==> src/hw/psat_pkg.sv <==
/*
 * Constants, operation codes and widths for the packed add, subtract
 * and bit-test datapath.
 * Assumes the core issue logic drives an operation code of this type.
 */
// Overview of operation
// - Halving add-sub exchange: top = (a.top + b.bot) / 2
// - Halving add-sub exchange: bottom = (a.bot - b.top) / 2
// - Halving sub-add exchange: top = (a.top - b.bot) / 2
// - Halving sub-add exchange: bottom = (a.bot + b.top) / 2
// - Halving halfword subtract, each lane halved
// - Halving byte subtract, four lanes halved
// - Packed halfword subtract, two independent signed lanes
// - Packed byte subtract, four independent signed lanes
// - Add-sub exchange top = a.top + b.bot, unhalved
// - Add-sub exchange bottom = a.bot - b.top, unhalved
// - Packed operations never touch the condition flags
// - AND test sets flags, writes no register
// - XOR test sets flags, writes no register
// - Tests set N, Z; C from shifter; V untouched
// - After XOR test, N is XOR of signs
// - Unsigned halfword add, two independent lanes
// - Unsigned byte add, four independent lanes
package psat_pkg;
	localparam int WORD_W = 32;
	localparam int HALF_W = 16;
	localparam int BYTE_W = 8;
	localparam int HALF_LANES = 2;
	localparam int BYTE_LANES = 4;
	localparam int REG_IDX_W = 4;
	localparam int SIGN_BIT = 31;
	localparam logic [31:0] RESULT_RST = 32'h0000_0000;
	localparam logic [3:0] INDEX_RST = 4'h0;

	typedef enum logic [3:0] {
		op_signed_halving_add_sub_exchange,
		op_signed_halving_sub_add_exchange,
		op_signed_halving_halfword_subtract,
		op_signed_halving_byte_subtract,
		op_signed_packed_halfword_subtract,
		op_signed_packed_byte_subtract,
		op_signed_add_sub_exchange,
		op_signed_sub_add_exchange,
		op_and_bit_test,
		op_xor_equivalence_test,
		op_unsigned_packed_halfword_add,
		op_unsigned_packed_byte_add
	} psat_op_e;
endpackage

==> src/hw/psat_lane.sv <==
/*
 * One packed lane: add or subtract, signed or unsigned, optionally halved.
 * Assumes operands and controls are stable within the cycle; purely combinational.
 */
`timescale 1ns/100ps
module psat_lane #(
	parameter int W = 16
) (
	input wire logic [W-1:0] a,
	input wire logic [W-1:0] b,
	input wire logic sub,
	input wire logic halve,
	input wire logic is_signed,
	output logic [W-1:0] y
);
	logic [W:0] wide_a;
	logic [W:0] wide_b;
	logic [W:0] wide_r;

	// Extra top bit keeps the true value so the halved result cannot overflow
	assign wide_a = {is_signed & a[W-1], a};
	assign wide_b = {is_signed & b[W-1], b};
	assign wide_r = sub ? (wide_a - wide_b) : (wide_a + wide_b);
	// Unhalved result simply drops the top bit, so it wraps inside the lane
	assign y = halve ? wide_r[W:1] : wide_r[W-1:0];
endmodule

==> src/hw/psat_alu.sv <==
/*
 * Packed halfword/byte add-subtract and bit-test execution stage.
 * Result, destination and flag updates are registered one cycle after issue.
 * Assumes decode, conditional execution and the operand shifter are outside.
 */
`timescale 1ns/100ps
module psat_alu #(
	parameter int IDX_W = psat_pkg::REG_IDX_W
) (
	input wire logic sys_clk,
	input wire logic rst,
	input wire logic op_valid,
	input wire psat_pkg::psat_op_e op_sel,
	input wire logic [31:0] first_operand,
	input wire logic [31:0] second_operand,
	input wire logic shifter_carry_valid,
	input wire logic shifter_carry,
	input wire logic dest_given,
	input wire logic [IDX_W-1:0] dest_index,
	input wire logic [IDX_W-1:0] first_src_index,
	output logic wr_en,
	output logic [IDX_W-1:0] wr_index,
	output logic [31:0] wr_data,
	output logic flag_nz_wr,
	output logic flag_n,
	output logic flag_z,
	output logic flag_c_wr,
	output logic flag_c
);
	////////////////////////////////////////////////////////////////////////////
	// Decode
	logic legal;
	logic use_bytes;
	logic is_test;
	logic is_xor;
	logic hw_xchg;
	logic hw_halve;
	logic hw_signed;
	logic [1:0] hw_sub;
	logic by_sub;
	logic by_halve;
	logic by_signed;

	always_comb begin
		legal = 1'b1;
		use_bytes = 1'b0;
		is_test = 1'b0;
		is_xor = 1'b0;
		hw_xchg = 1'b0;
		hw_halve = 1'b0;
		hw_signed = 1'b1;
		hw_sub = 2'h0;
		by_sub = 1'b0;
		by_halve = 1'b0;
		by_signed = 1'b1;
		unique case (op_sel)
			psat_pkg::op_signed_halving_add_sub_exchange: begin
				hw_xchg = 1'b1;
				hw_halve = 1'b1;
				hw_sub = 2'h1;
			end
			psat_pkg::op_signed_halving_sub_add_exchange: begin
				hw_xchg = 1'b1;
				hw_halve = 1'b1;
				hw_sub = 2'h2;
			end
			psat_pkg::op_signed_halving_halfword_subtract: begin
				hw_halve = 1'b1;
				hw_sub = 2'h3;
			end
			psat_pkg::op_signed_halving_byte_subtract: begin
				use_bytes = 1'b1;
				by_sub = 1'b1;
				by_halve = 1'b1;
			end
			psat_pkg::op_signed_packed_halfword_subtract: begin
				hw_sub = 2'h3;
			end
			psat_pkg::op_signed_packed_byte_subtract: begin
				use_bytes = 1'b1;
				by_sub = 1'b1;
			end
			psat_pkg::op_signed_add_sub_exchange: begin
				hw_xchg = 1'b1;
				hw_sub = 2'h1;
			end
			psat_pkg::op_signed_sub_add_exchange: begin
				hw_xchg = 1'b1;
				hw_sub = 2'h2;
			end
			psat_pkg::op_and_bit_test: begin
				is_test = 1'b1;
			end
			psat_pkg::op_xor_equivalence_test: begin
				is_test = 1'b1;
				is_xor = 1'b1;
			end
			psat_pkg::op_unsigned_packed_halfword_add: begin
				hw_signed = 1'b0;
			end
			psat_pkg::op_unsigned_packed_byte_add: begin
				use_bytes = 1'b1;
				by_signed = 1'b0;
			end
			default: begin
				// Unused codes issue nothing at all
				legal = 1'b0;
			end
		endcase
	end

	////////////////////////////////////////////////////////////////////////////
	// Lanes
	logic [31:0] half_res;
	logic [31:0] byte_res;

	genvar gh;
	generate
		for (gh = 0; gh < psat_pkg::HALF_LANES; gh++) begin : g_half
			localparam int OTHER = psat_pkg::HALF_LANES - 1 - gh;
			logic [15:0] b_sel;
			// Exchange pairs each first-operand half with the opposite second half
			assign b_sel = hw_xchg ? second_operand[OTHER*psat_pkg::HALF_W +: psat_pkg::HALF_W]
				: second_operand[gh*psat_pkg::HALF_W +: psat_pkg::HALF_W];
			psat_lane #(
				.W(psat_pkg::HALF_W)
			) u_lane (
				.a(first_operand[gh*psat_pkg::HALF_W +: psat_pkg::HALF_W]),
				.b(b_sel),
				.sub(hw_sub[gh]),
				.halve(hw_halve),
				.is_signed(hw_signed),
				.y(half_res[gh*psat_pkg::HALF_W +: psat_pkg::HALF_W])
			);
		end
		for (gh = 0; gh < psat_pkg::BYTE_LANES; gh++) begin : g_byte
			psat_lane #(
				.W(psat_pkg::BYTE_W)
			) u_lane (
				.a(first_operand[gh*psat_pkg::BYTE_W +: psat_pkg::BYTE_W]),
				.b(second_operand[gh*psat_pkg::BYTE_W +: psat_pkg::BYTE_W]),
				.sub(by_sub),
				.halve(by_halve),
				.is_signed(by_signed),
				.y(byte_res[gh*psat_pkg::BYTE_W +: psat_pkg::BYTE_W])
			);
		end
	endgenerate

	logic [31:0] test_res;
	assign test_res = is_xor ? (first_operand ^ second_operand) : (first_operand & second_operand);

	////////////////////////////////////////////////////////////////////////////
	// Register write-back
	logic wr_en_q;
	logic [IDX_W-1:0] wr_index_q;
	logic [31:0] wr_data_q;

	always_ff @(posedge sys_clk or posedge rst) begin
		if (rst) begin
			wr_en_q <= 1'b0;
		end else begin
			// Test operations discard their result
			wr_en_q <= op_valid & legal & ~is_test;
		end
	end

	always_ff @(posedge sys_clk or posedge rst) begin
		if (rst) begin
			wr_index_q <= IDX_W'(psat_pkg::INDEX_RST);
			wr_data_q <= psat_pkg::RESULT_RST;
		end else if (op_valid & legal & ~is_test) begin
			wr_index_q <= dest_given ? dest_index : first_src_index;
			wr_data_q <= use_bytes ? byte_res : half_res;
		end
	end

	////////////////////////////////////////////////////////////////////////////
	// Flag updates; overflow has no output so it can never be disturbed
	logic nz_wr_q;
	logic n_q;
	logic z_q;
	logic c_wr_q;
	logic c_q;

	always_ff @(posedge sys_clk or posedge rst) begin
		if (rst) begin
			nz_wr_q <= 1'b0;
			c_wr_q <= 1'b0;
		end else begin
			// Only tests raise flag writes; packed ops leave them clear
			nz_wr_q <= op_valid & is_test;
			c_wr_q <= op_valid & is_test & shifter_carry_valid;
		end
	end

	always_ff @(posedge sys_clk or posedge rst) begin
		if (rst) begin
			n_q <= 1'b0;
			z_q <= 1'b0;
			c_q <= 1'b0;
		end else if (op_valid & is_test) begin
			// For the XOR test this bit is the XOR of both sign bits
			n_q <= test_res[psat_pkg::SIGN_BIT];
			z_q <= (test_res == 32'h0000_0000);
			c_q <= shifter_carry;
		end
	end

	assign wr_en = wr_en_q;
	assign wr_index = wr_index_q;
	assign wr_data = wr_data_q;
	assign flag_nz_wr = nz_wr_q;
	assign flag_n = n_q;
	assign flag_z = z_q;
	assign flag_c_wr = c_wr_q;
	assign flag_c = c_q;

	logic [31:0] a;
	logic [31:0] b;
	logic [16:0] ex_top_sum;
	logic [16:0] ex_bot_dif;
	logic [16:0] ex_top_dif;
	logic [16:0] ex_bot_sum;
	logic [16:0] hs_bot_dif;
	logic [8:0] bs_b0_dif;
	logic [8:0] bs_b3_dif;
	assign a = first_operand;
	assign b = second_operand;
	assign ex_top_sum = {a[31], a[31:16]} + {b[15], b[15:0]};
	assign ex_bot_dif = {a[15], a[15:0]} - {b[31], b[31:16]};
	assign ex_top_dif = {a[31], a[31:16]} - {b[15], b[15:0]};
	assign ex_bot_sum = {a[15], a[15:0]} + {b[31], b[31:16]};
	assign hs_bot_dif = {a[15], a[15:0]} - {b[15], b[15:0]};
	assign bs_b0_dif = {a[7], a[7:0]} - {b[7], b[7:0]};
	assign bs_b3_dif = {a[31], a[31:24]} - {b[31], b[31:24]};
endmodule

==> config.mk <==
export PLATFORM = sky130hd
export DESIGN_NAME = psat_alu
export DESIGN_NICKNAME = d
export VERILOG_FILES = /design/src/hw/psat_pkg.sv /design/src/hw/psat_lane.sv /design/src/hw/psat_alu.sv
export SDC_FILE = /design/constraint.sdc
export NUM_CORES = 1
export LEC_CHECK = 0
export BUFFER_PORTS_ARGS = -buffer_cell sky130_fd_sc_hd__buf_2
export CORE_MARGIN = 8
export CORE_UTILIZATION = 50
export DETAILED_ROUTE_END_ITERATION = 10
export GPL_TIMING_DRIVEN = 0
export PLACE_DENSITY_LB_ADDON = 0.05
export SLEW_MARGIN = 5
export SYNTH_ARGS = -nofsm -noshare
export SYNTH_HDL_FRONTEND = slang
export SYNTH_SLANG_ARGS = --single-unit
==> constraint.sdc <==
create_clock -name sys_clk -period 1.3 [get_ports sys_clk]
set_input_delay 0.195 -clock sys_clk [delete_from_list [all_inputs] [get_ports sys_clk]]
set_output_delay 0.195 -clock sys_clk [all_outputs]
set_load 0.01 [all_outputs]
After elaboration in Yosys (flattened, before gate mapping)
Cells that the tools add are included.
- add/subtract/negate cells: 12
- equal/unequal tests: 11
- multiplexer cells: 28
- bitwise logic cells: 19
- reduce and logical (&&, ||, !) cells: 11
- operators by type and width (cell ; number):
    16-bit two-way mux ; 4
    32-bit two-way mux ; 2
    9-bit adder ; 4
    9-bit two-way mux ; 4
    9-bit subtractor ; 4
    17-bit adder ; 2
    17-bit two-way mux ; 2
    17-bit subtractor ; 2
    32-bit AND ; 1
    32-bit zero test ; 1
    8-bit two-way mux ; 4
    32-bit bitwise XOR ; 1
    1-bit AND ; 16
    4-bit by 3-bit equality test with 1-bit output, second input constant ; 4
    4-bit equality test, second input constant ; 4
    12-bit OR reduction ; 1
    1-bit two-way mux ; 10
    2-bit OR reduction ; 5
    4-bit by 2-bit equality test with 1-bit output, second input constant ; 2
    2-bit case mux with 3 select lines ; 1
    3-bit OR reduction ; 2
    4-bit by 1-bit equality test with 1-bit output, second input constant ; 1
    4-bit zero test ; 1
    4-bit two-way mux ; 1
    2 further kinds ; 2
- register bits: 42
- input bits: 82
- output and inout port bits: 42

Depth between registers and ports, before layout
- depth after elaboration: 9
- gate-level depth with buffers: 22

Hierarchy
From an unflattened synthesis, not the netlist that was laid out.
- cells, all modules: 1050
- area total of the unflattened synthesis: 8334.2 um2
- modules (own cells, without submodules) (module ; instances ; cells an instance ; area each (um2) ; sequential area each (um2)):
    psat_alu ; 1 ; 286 ; 2945.3 ; 1051.0
    psat_lane (g_byte[0].u_lane ...) ; 4 ; 92 ; 654.4 ; 0.0
    psat_lane (g_half[1].u_lane) ; 1 ; 198 ; 1386.3 ; 0.0
    psat_lane (g_half[0].u_lane) ; 1 ; 198 ; 1385.1 ; 0.0

Worst setup path after synthesis
Ideal clock, no wire load.
- path type: in2reg
- start point: input port op_sel[2]
- end point: register wr_data_q[29] (netlist: wr_data[29])
- setup time: 0.124 ns
- data arrival time: 4.154 ns
- data required time: 1.176 ns
- path slack: -2.978 ns
- stages: 21
- path buffers: 4
- path through: buf_6 xor2_2 or2_2 buf_6 buf_2 buf_2 nor2_1 a21oi_1 ha_1 a21boi_0 nor2_1 xor2_1 ha_1 a21oi_1 o21bai_1 a22o_1 a211oi_1 o21ai_0 a2111oi_0 a211oi_1 a211o_1
- cells in the longest elaborated chain, start to end: 8
- RTL lines (what ; RTL line ; source):
    start, declared ; psat_alu.sv:13 ; input wire psat_pkg::psat_op_e op_sel,
    4-bit by 3-bit equality test with 1-bit output (tied with other cells) ; psat_alu.sv:56 ; unique case (op_sel)
    4-bit OR reduction (no source line) ; -- ;
    1-bit two-way mux ; psat_alu.sv:56 ;
    16-bit two-way mux ; psat_alu.sv:123 ; assign b_sel = hw_xchg ? second_operand[OTHER*psat_pkg::HALF_W +: psat_pkg::HALF_W]
    17-bit adder or 17-bit subtractor (tied branches) ; psat_lane.sv:23 ; assign wide_r = sub ? (wide_a - wide_b) : (wide_a + wide_b);
    17-bit two-way mux ; psat_lane.sv:23 ;
    16-bit two-way mux ; psat_lane.sv:25 ; assign y = halve ? wide_r[W:1] : wide_r[W-1:0];
    32-bit two-way mux ; psat_alu.sv:174 ; wr_data_q <= use_bytes ? byte_res : half_res;
    end signal, assigned ; psat_alu.sv:171 ; wr_data_q <= psat_pkg::RESULT_RST;
    end signal, assigned ; psat_alu.sv:174 ;
    end, declared ; psat_alu.sv:157 ; logic [31:0] wr_data_q;
Several ways; a longest one is shown, not always the timed one.
A chain may end at the register's enable or synchronous reset.

Worst setup path after layout
- start point: input port op_sel[2]
- end point: register wr_data_q[31] (netlist: wr_data[31])
- cells in the longest elaborated chain, start to end: 9
- RTL lines (what ; RTL line ; source):
    4-bit by 3-bit equality test with 1-bit output (tied with other cells) ; psat_alu.sv:56 ;
    4-bit OR reduction (no source line) ; -- ;
    1-bit two-way mux ; psat_alu.sv:56 ;
    16-bit two-way mux ; psat_alu.sv:123 ;
    1-bit AND ; psat_lane.sv:22 ; assign wide_b = {is_signed & b[W-1], b};
    17-bit adder or 17-bit subtractor (tied branches) ; psat_lane.sv:23 ;
    17-bit two-way mux ; psat_lane.sv:23 ;
    16-bit two-way mux ; psat_lane.sv:25 ;
    32-bit two-way mux ; psat_alu.sv:174 ;
Several ways; a longest one is shown, not always the timed one.

==> flow_metrics.tcl <==
set metrics [dict create \
    peakVddDrop_mv 0.952 \
    fp.dieW_um 141 \
    grt_overflow_total 0 \
    hold_path.class "input port to asynchronous set/reset pin" \
    avgViaCountPerCell 6.07 \
    outcome "finished, violations left" \
    firstDrtPassIters 5 \
    rows 46 \
    synthToLayoutAreaGrowth_pct 32.9 \
    yosysTopAreaCell "ha_1" \
    nets 1432 \
    drive_above_1_share_pct 28.3 \
    synth_edf_count 0 \
    avgSynthCellArea_um2 7.41 \
    wl_mm 31.5 \
    coreArea_um2 15700 \
    worstMarginPinSlew_ps 907 \
    vias 8845 \
    grt_pass1_wl_mm 47.2 \
    synth.area.top_cells "ha_1, dfrtp_1, xnor2_1, a21oi_1, mux2i_1" \
    drtIter0Drc 717 \
    wl_per_cell_um 21.6 \
    htreeDepth 2 \
    layout_setup_ws_ps -2540 \
    grt_pass1_vias 8346 \
    start_util_pct 50.3 \
    synthCells 1062 \
    synth_area_um2 7870 \
    setup_viol 34 \
    cp_data_arrival_time_ps 4010 \
    clock_sinks 42 \
    multi_input_area_um2 7380 \
    maxCapViolCount 0 \
    grt_antenna_before_repair 0 \
    drv_slew 0 \
    relSlewSlack_pct 39.2 \
    gp_congestion 0.980 \
    final-hold-violation-count 0 \
    design_area_um2 10500 \
    regArea_um2 1050 \
    portBuffers 121 \
    ys_seq_area_share_pct 13.4 \
    failed_checks "negative setup slack" \
    place_area_um2 8990 \
    cts_tree "built" \
    critPathMaxFanout 5 \
    grt_usage_pct 30.3 \
    clkSlewWorstSetupHoldPaths_ps 60 \
    dieArea_um2 20000 \
    cts_root_buf "clkbuf_16" \
    dpl.hpwl_mm 25.0 \
    grt_max_degree 43 \
    ant_nets 0 \
    fmax_mhz 260 \
    finClkSkew_ps 0 \
    endpoint_kind "flip-flop" \
    io-pin-count 124 \
    power.density_nw_per_um2 1070 \
    path_class "input port to flip-flop" \
    ctsLongestPathBuffers 2 \
    synthFlopType "dfrtp_1" \
    die_y_um 141 \
    synth_top_cells_by_count "nand2_1, nor2_1, ha_1, a21oi_1, o21ai_0" \
    nFillCells 1426 \
    numCtsBuffers 5 \
    dp_cells 1399 \
    synthArstFlopShare_pct 100 \
    synth-seq-cells 42 \
    clk_latency_ps 280 \
    rsz0062_at_grt "yes" \
    fin_crit_ps 3840 \
    cp-start-kind "input port" \
    yosysWarnings 0 \
    synth.most_common_cell "nand2_1" \
    synth_nets 1252 \
    drc 0 \
    ys_types 67 \
    cts_hold_buf 0 \
    synth_top_area_share_pct 16.2 \
    antenna_cells 0 \
    fin_crit_sh_pct 295 \
    leakage_nw 4.53 \
    critPathRequiredTime_ps 1470 \
    stdcell_count 1458 \
]
-- report_power, final --
part | internal (mW) | switching, mW | total (mW) | leakage [nW]
clock | 0.947 | 0.472 | 1.42 | 0.0829
combinational | 3.49 | 4.46 | 7.95 | 3.95
sequential | 1.67 | 0.181 | 1.85 | 0.501
total | 6.11 | 5.11 | 11.2 | 4.53
-- final cells by class --
class                           instances  share of cell area, %
Clock buffer                            6                   1.33
Inverter                               37                   1.33
Sequential cell                        42                   10.0
Buffer                                 57                   3.60
Clock inverter                          1                  0.287
Multi-Input combinational cell        925                   70.6
Timing Repair Buffer                  174                   10.2
Tap cell                              216                   2.58
-- placed cells by master (no fill, tap or decap), types with 8 or more instances in the layout --
cell      synthesis  layout
nand2_1         112     108
a21o_1           16      16
nor4_1           23      12
nand3_1          12      10
and2_1            8       8
a31oi_1          14      12
inv_1            37      35
ha_1            102      93
o21ai_0          81      40
a21oi_2           0      13
dfrtp_1          42      42
nand2b_1         11       9
nor2_1          111     101
nor2b_1          12      10
o21ai_1           1      29
a21oi_1          93      70
mux2i_1          44      40
buf_4             1      44
nand4_1           8       8
buf_2             7     123
o211ai_1         18      18
xnor2_1          74      62
xnor2_2           0       9
a21oi_4           0      10
ha_4              0       8
o31ai_1          12      10
a211oi_1         14       9
clkbuf_1         40      31
nor3_1           27      22
xor2_1           34      28
o21ai_2           0      11
buf_6             3      15
-- cell families (layout without fill, tap and decap cells) --
group	after synthesis	count (layout)	synth area share (%)
XOR/XNOR	109	109	12.2
flip-flops	42	42	13.4
AND/OR/NAND/NOR	354	354	20.8
multiplexers	52	52	7.02
adder cells (fa/ha/maj)	108	108	17.7
AO/OA/AOI/OAI	302	302	23.9
buffers and inverters	95	275	4.97
-- worst paths after layout --
check	startpoint	endpoint	slack (ps)	cells after the start
max in group asynchronous	rst	wr_data[31]	700	2
worst max-delay path	op_sel[2]	wr_data[31]	-2540	22
worst max register to register	wr_data[29]	wr_data[29]	400	3
worst min-delay path	rst	wr_data[6]	60	2
min in group sys_clk	shifter_carry	flag_c	140	2
worst min register to register	wr_data[7]	wr_data[7]	480	2
-- critical path, stage by stage --
cell and delay, ps:
buf_12 110, xor2_4 180, or2_4 240, buf_8 130
buf_8 130, buf_12 120, a21oi_4 160, ha_4 180
buf_6 100, nand4_1 130, mux2i_1 250, nor2_1 90
xor2_1 230, ha_1 310, a21oi_2 180, nand2b_4 150
a21boi_2 50, nor3_2 240, o31ai_4 130, xor2_2 170
nor2b_2 160, o32a_1 340
-- state kept, by name, summed over array words and instances (netlist names) --
register and flops:
wr_data 32, wr_index 4, flag_c 1, flag_c_wr 1
flag_n 1, flag_nz_wr 1, flag_z 1, wr_en 1
-- repair_timing --
| item | 4_1_cts | 5_1_grt |
|---|---|---|
| buffers inserted | 42 | 14 |
| pin swaps | 45 | 42 |
| gates resized for setup | 114 | 71 |
| setup endpoints to repair | 39 | 39 |
-- per-stage QoR --
step	utilization, %	setup WS (ps)	hold WS [ps]	total power, mW	TNS (ps)
3_3_place_gp	57.4	-3230	431	8.17	-103640
5_1_grt	66.8	-2720	146	12.0	-72400
3_5_place_dp	57.4	-3230	407	8.23	-87490
6_report	66.8	-2540	61.4	11.2	-68650
2_1_floorplan	-	-2360	347	6.30	-61850
4_1_cts	63.9	-2500	106	10.5	-67260
-- layer usage --
metal  wire length [um]  track usage [%]
met5                  0                0
met4               1220             11.4
met3               2520             2.99
met2              14000             48.6
met1              13700             41.4
Power figures use the tool's default switching activity.
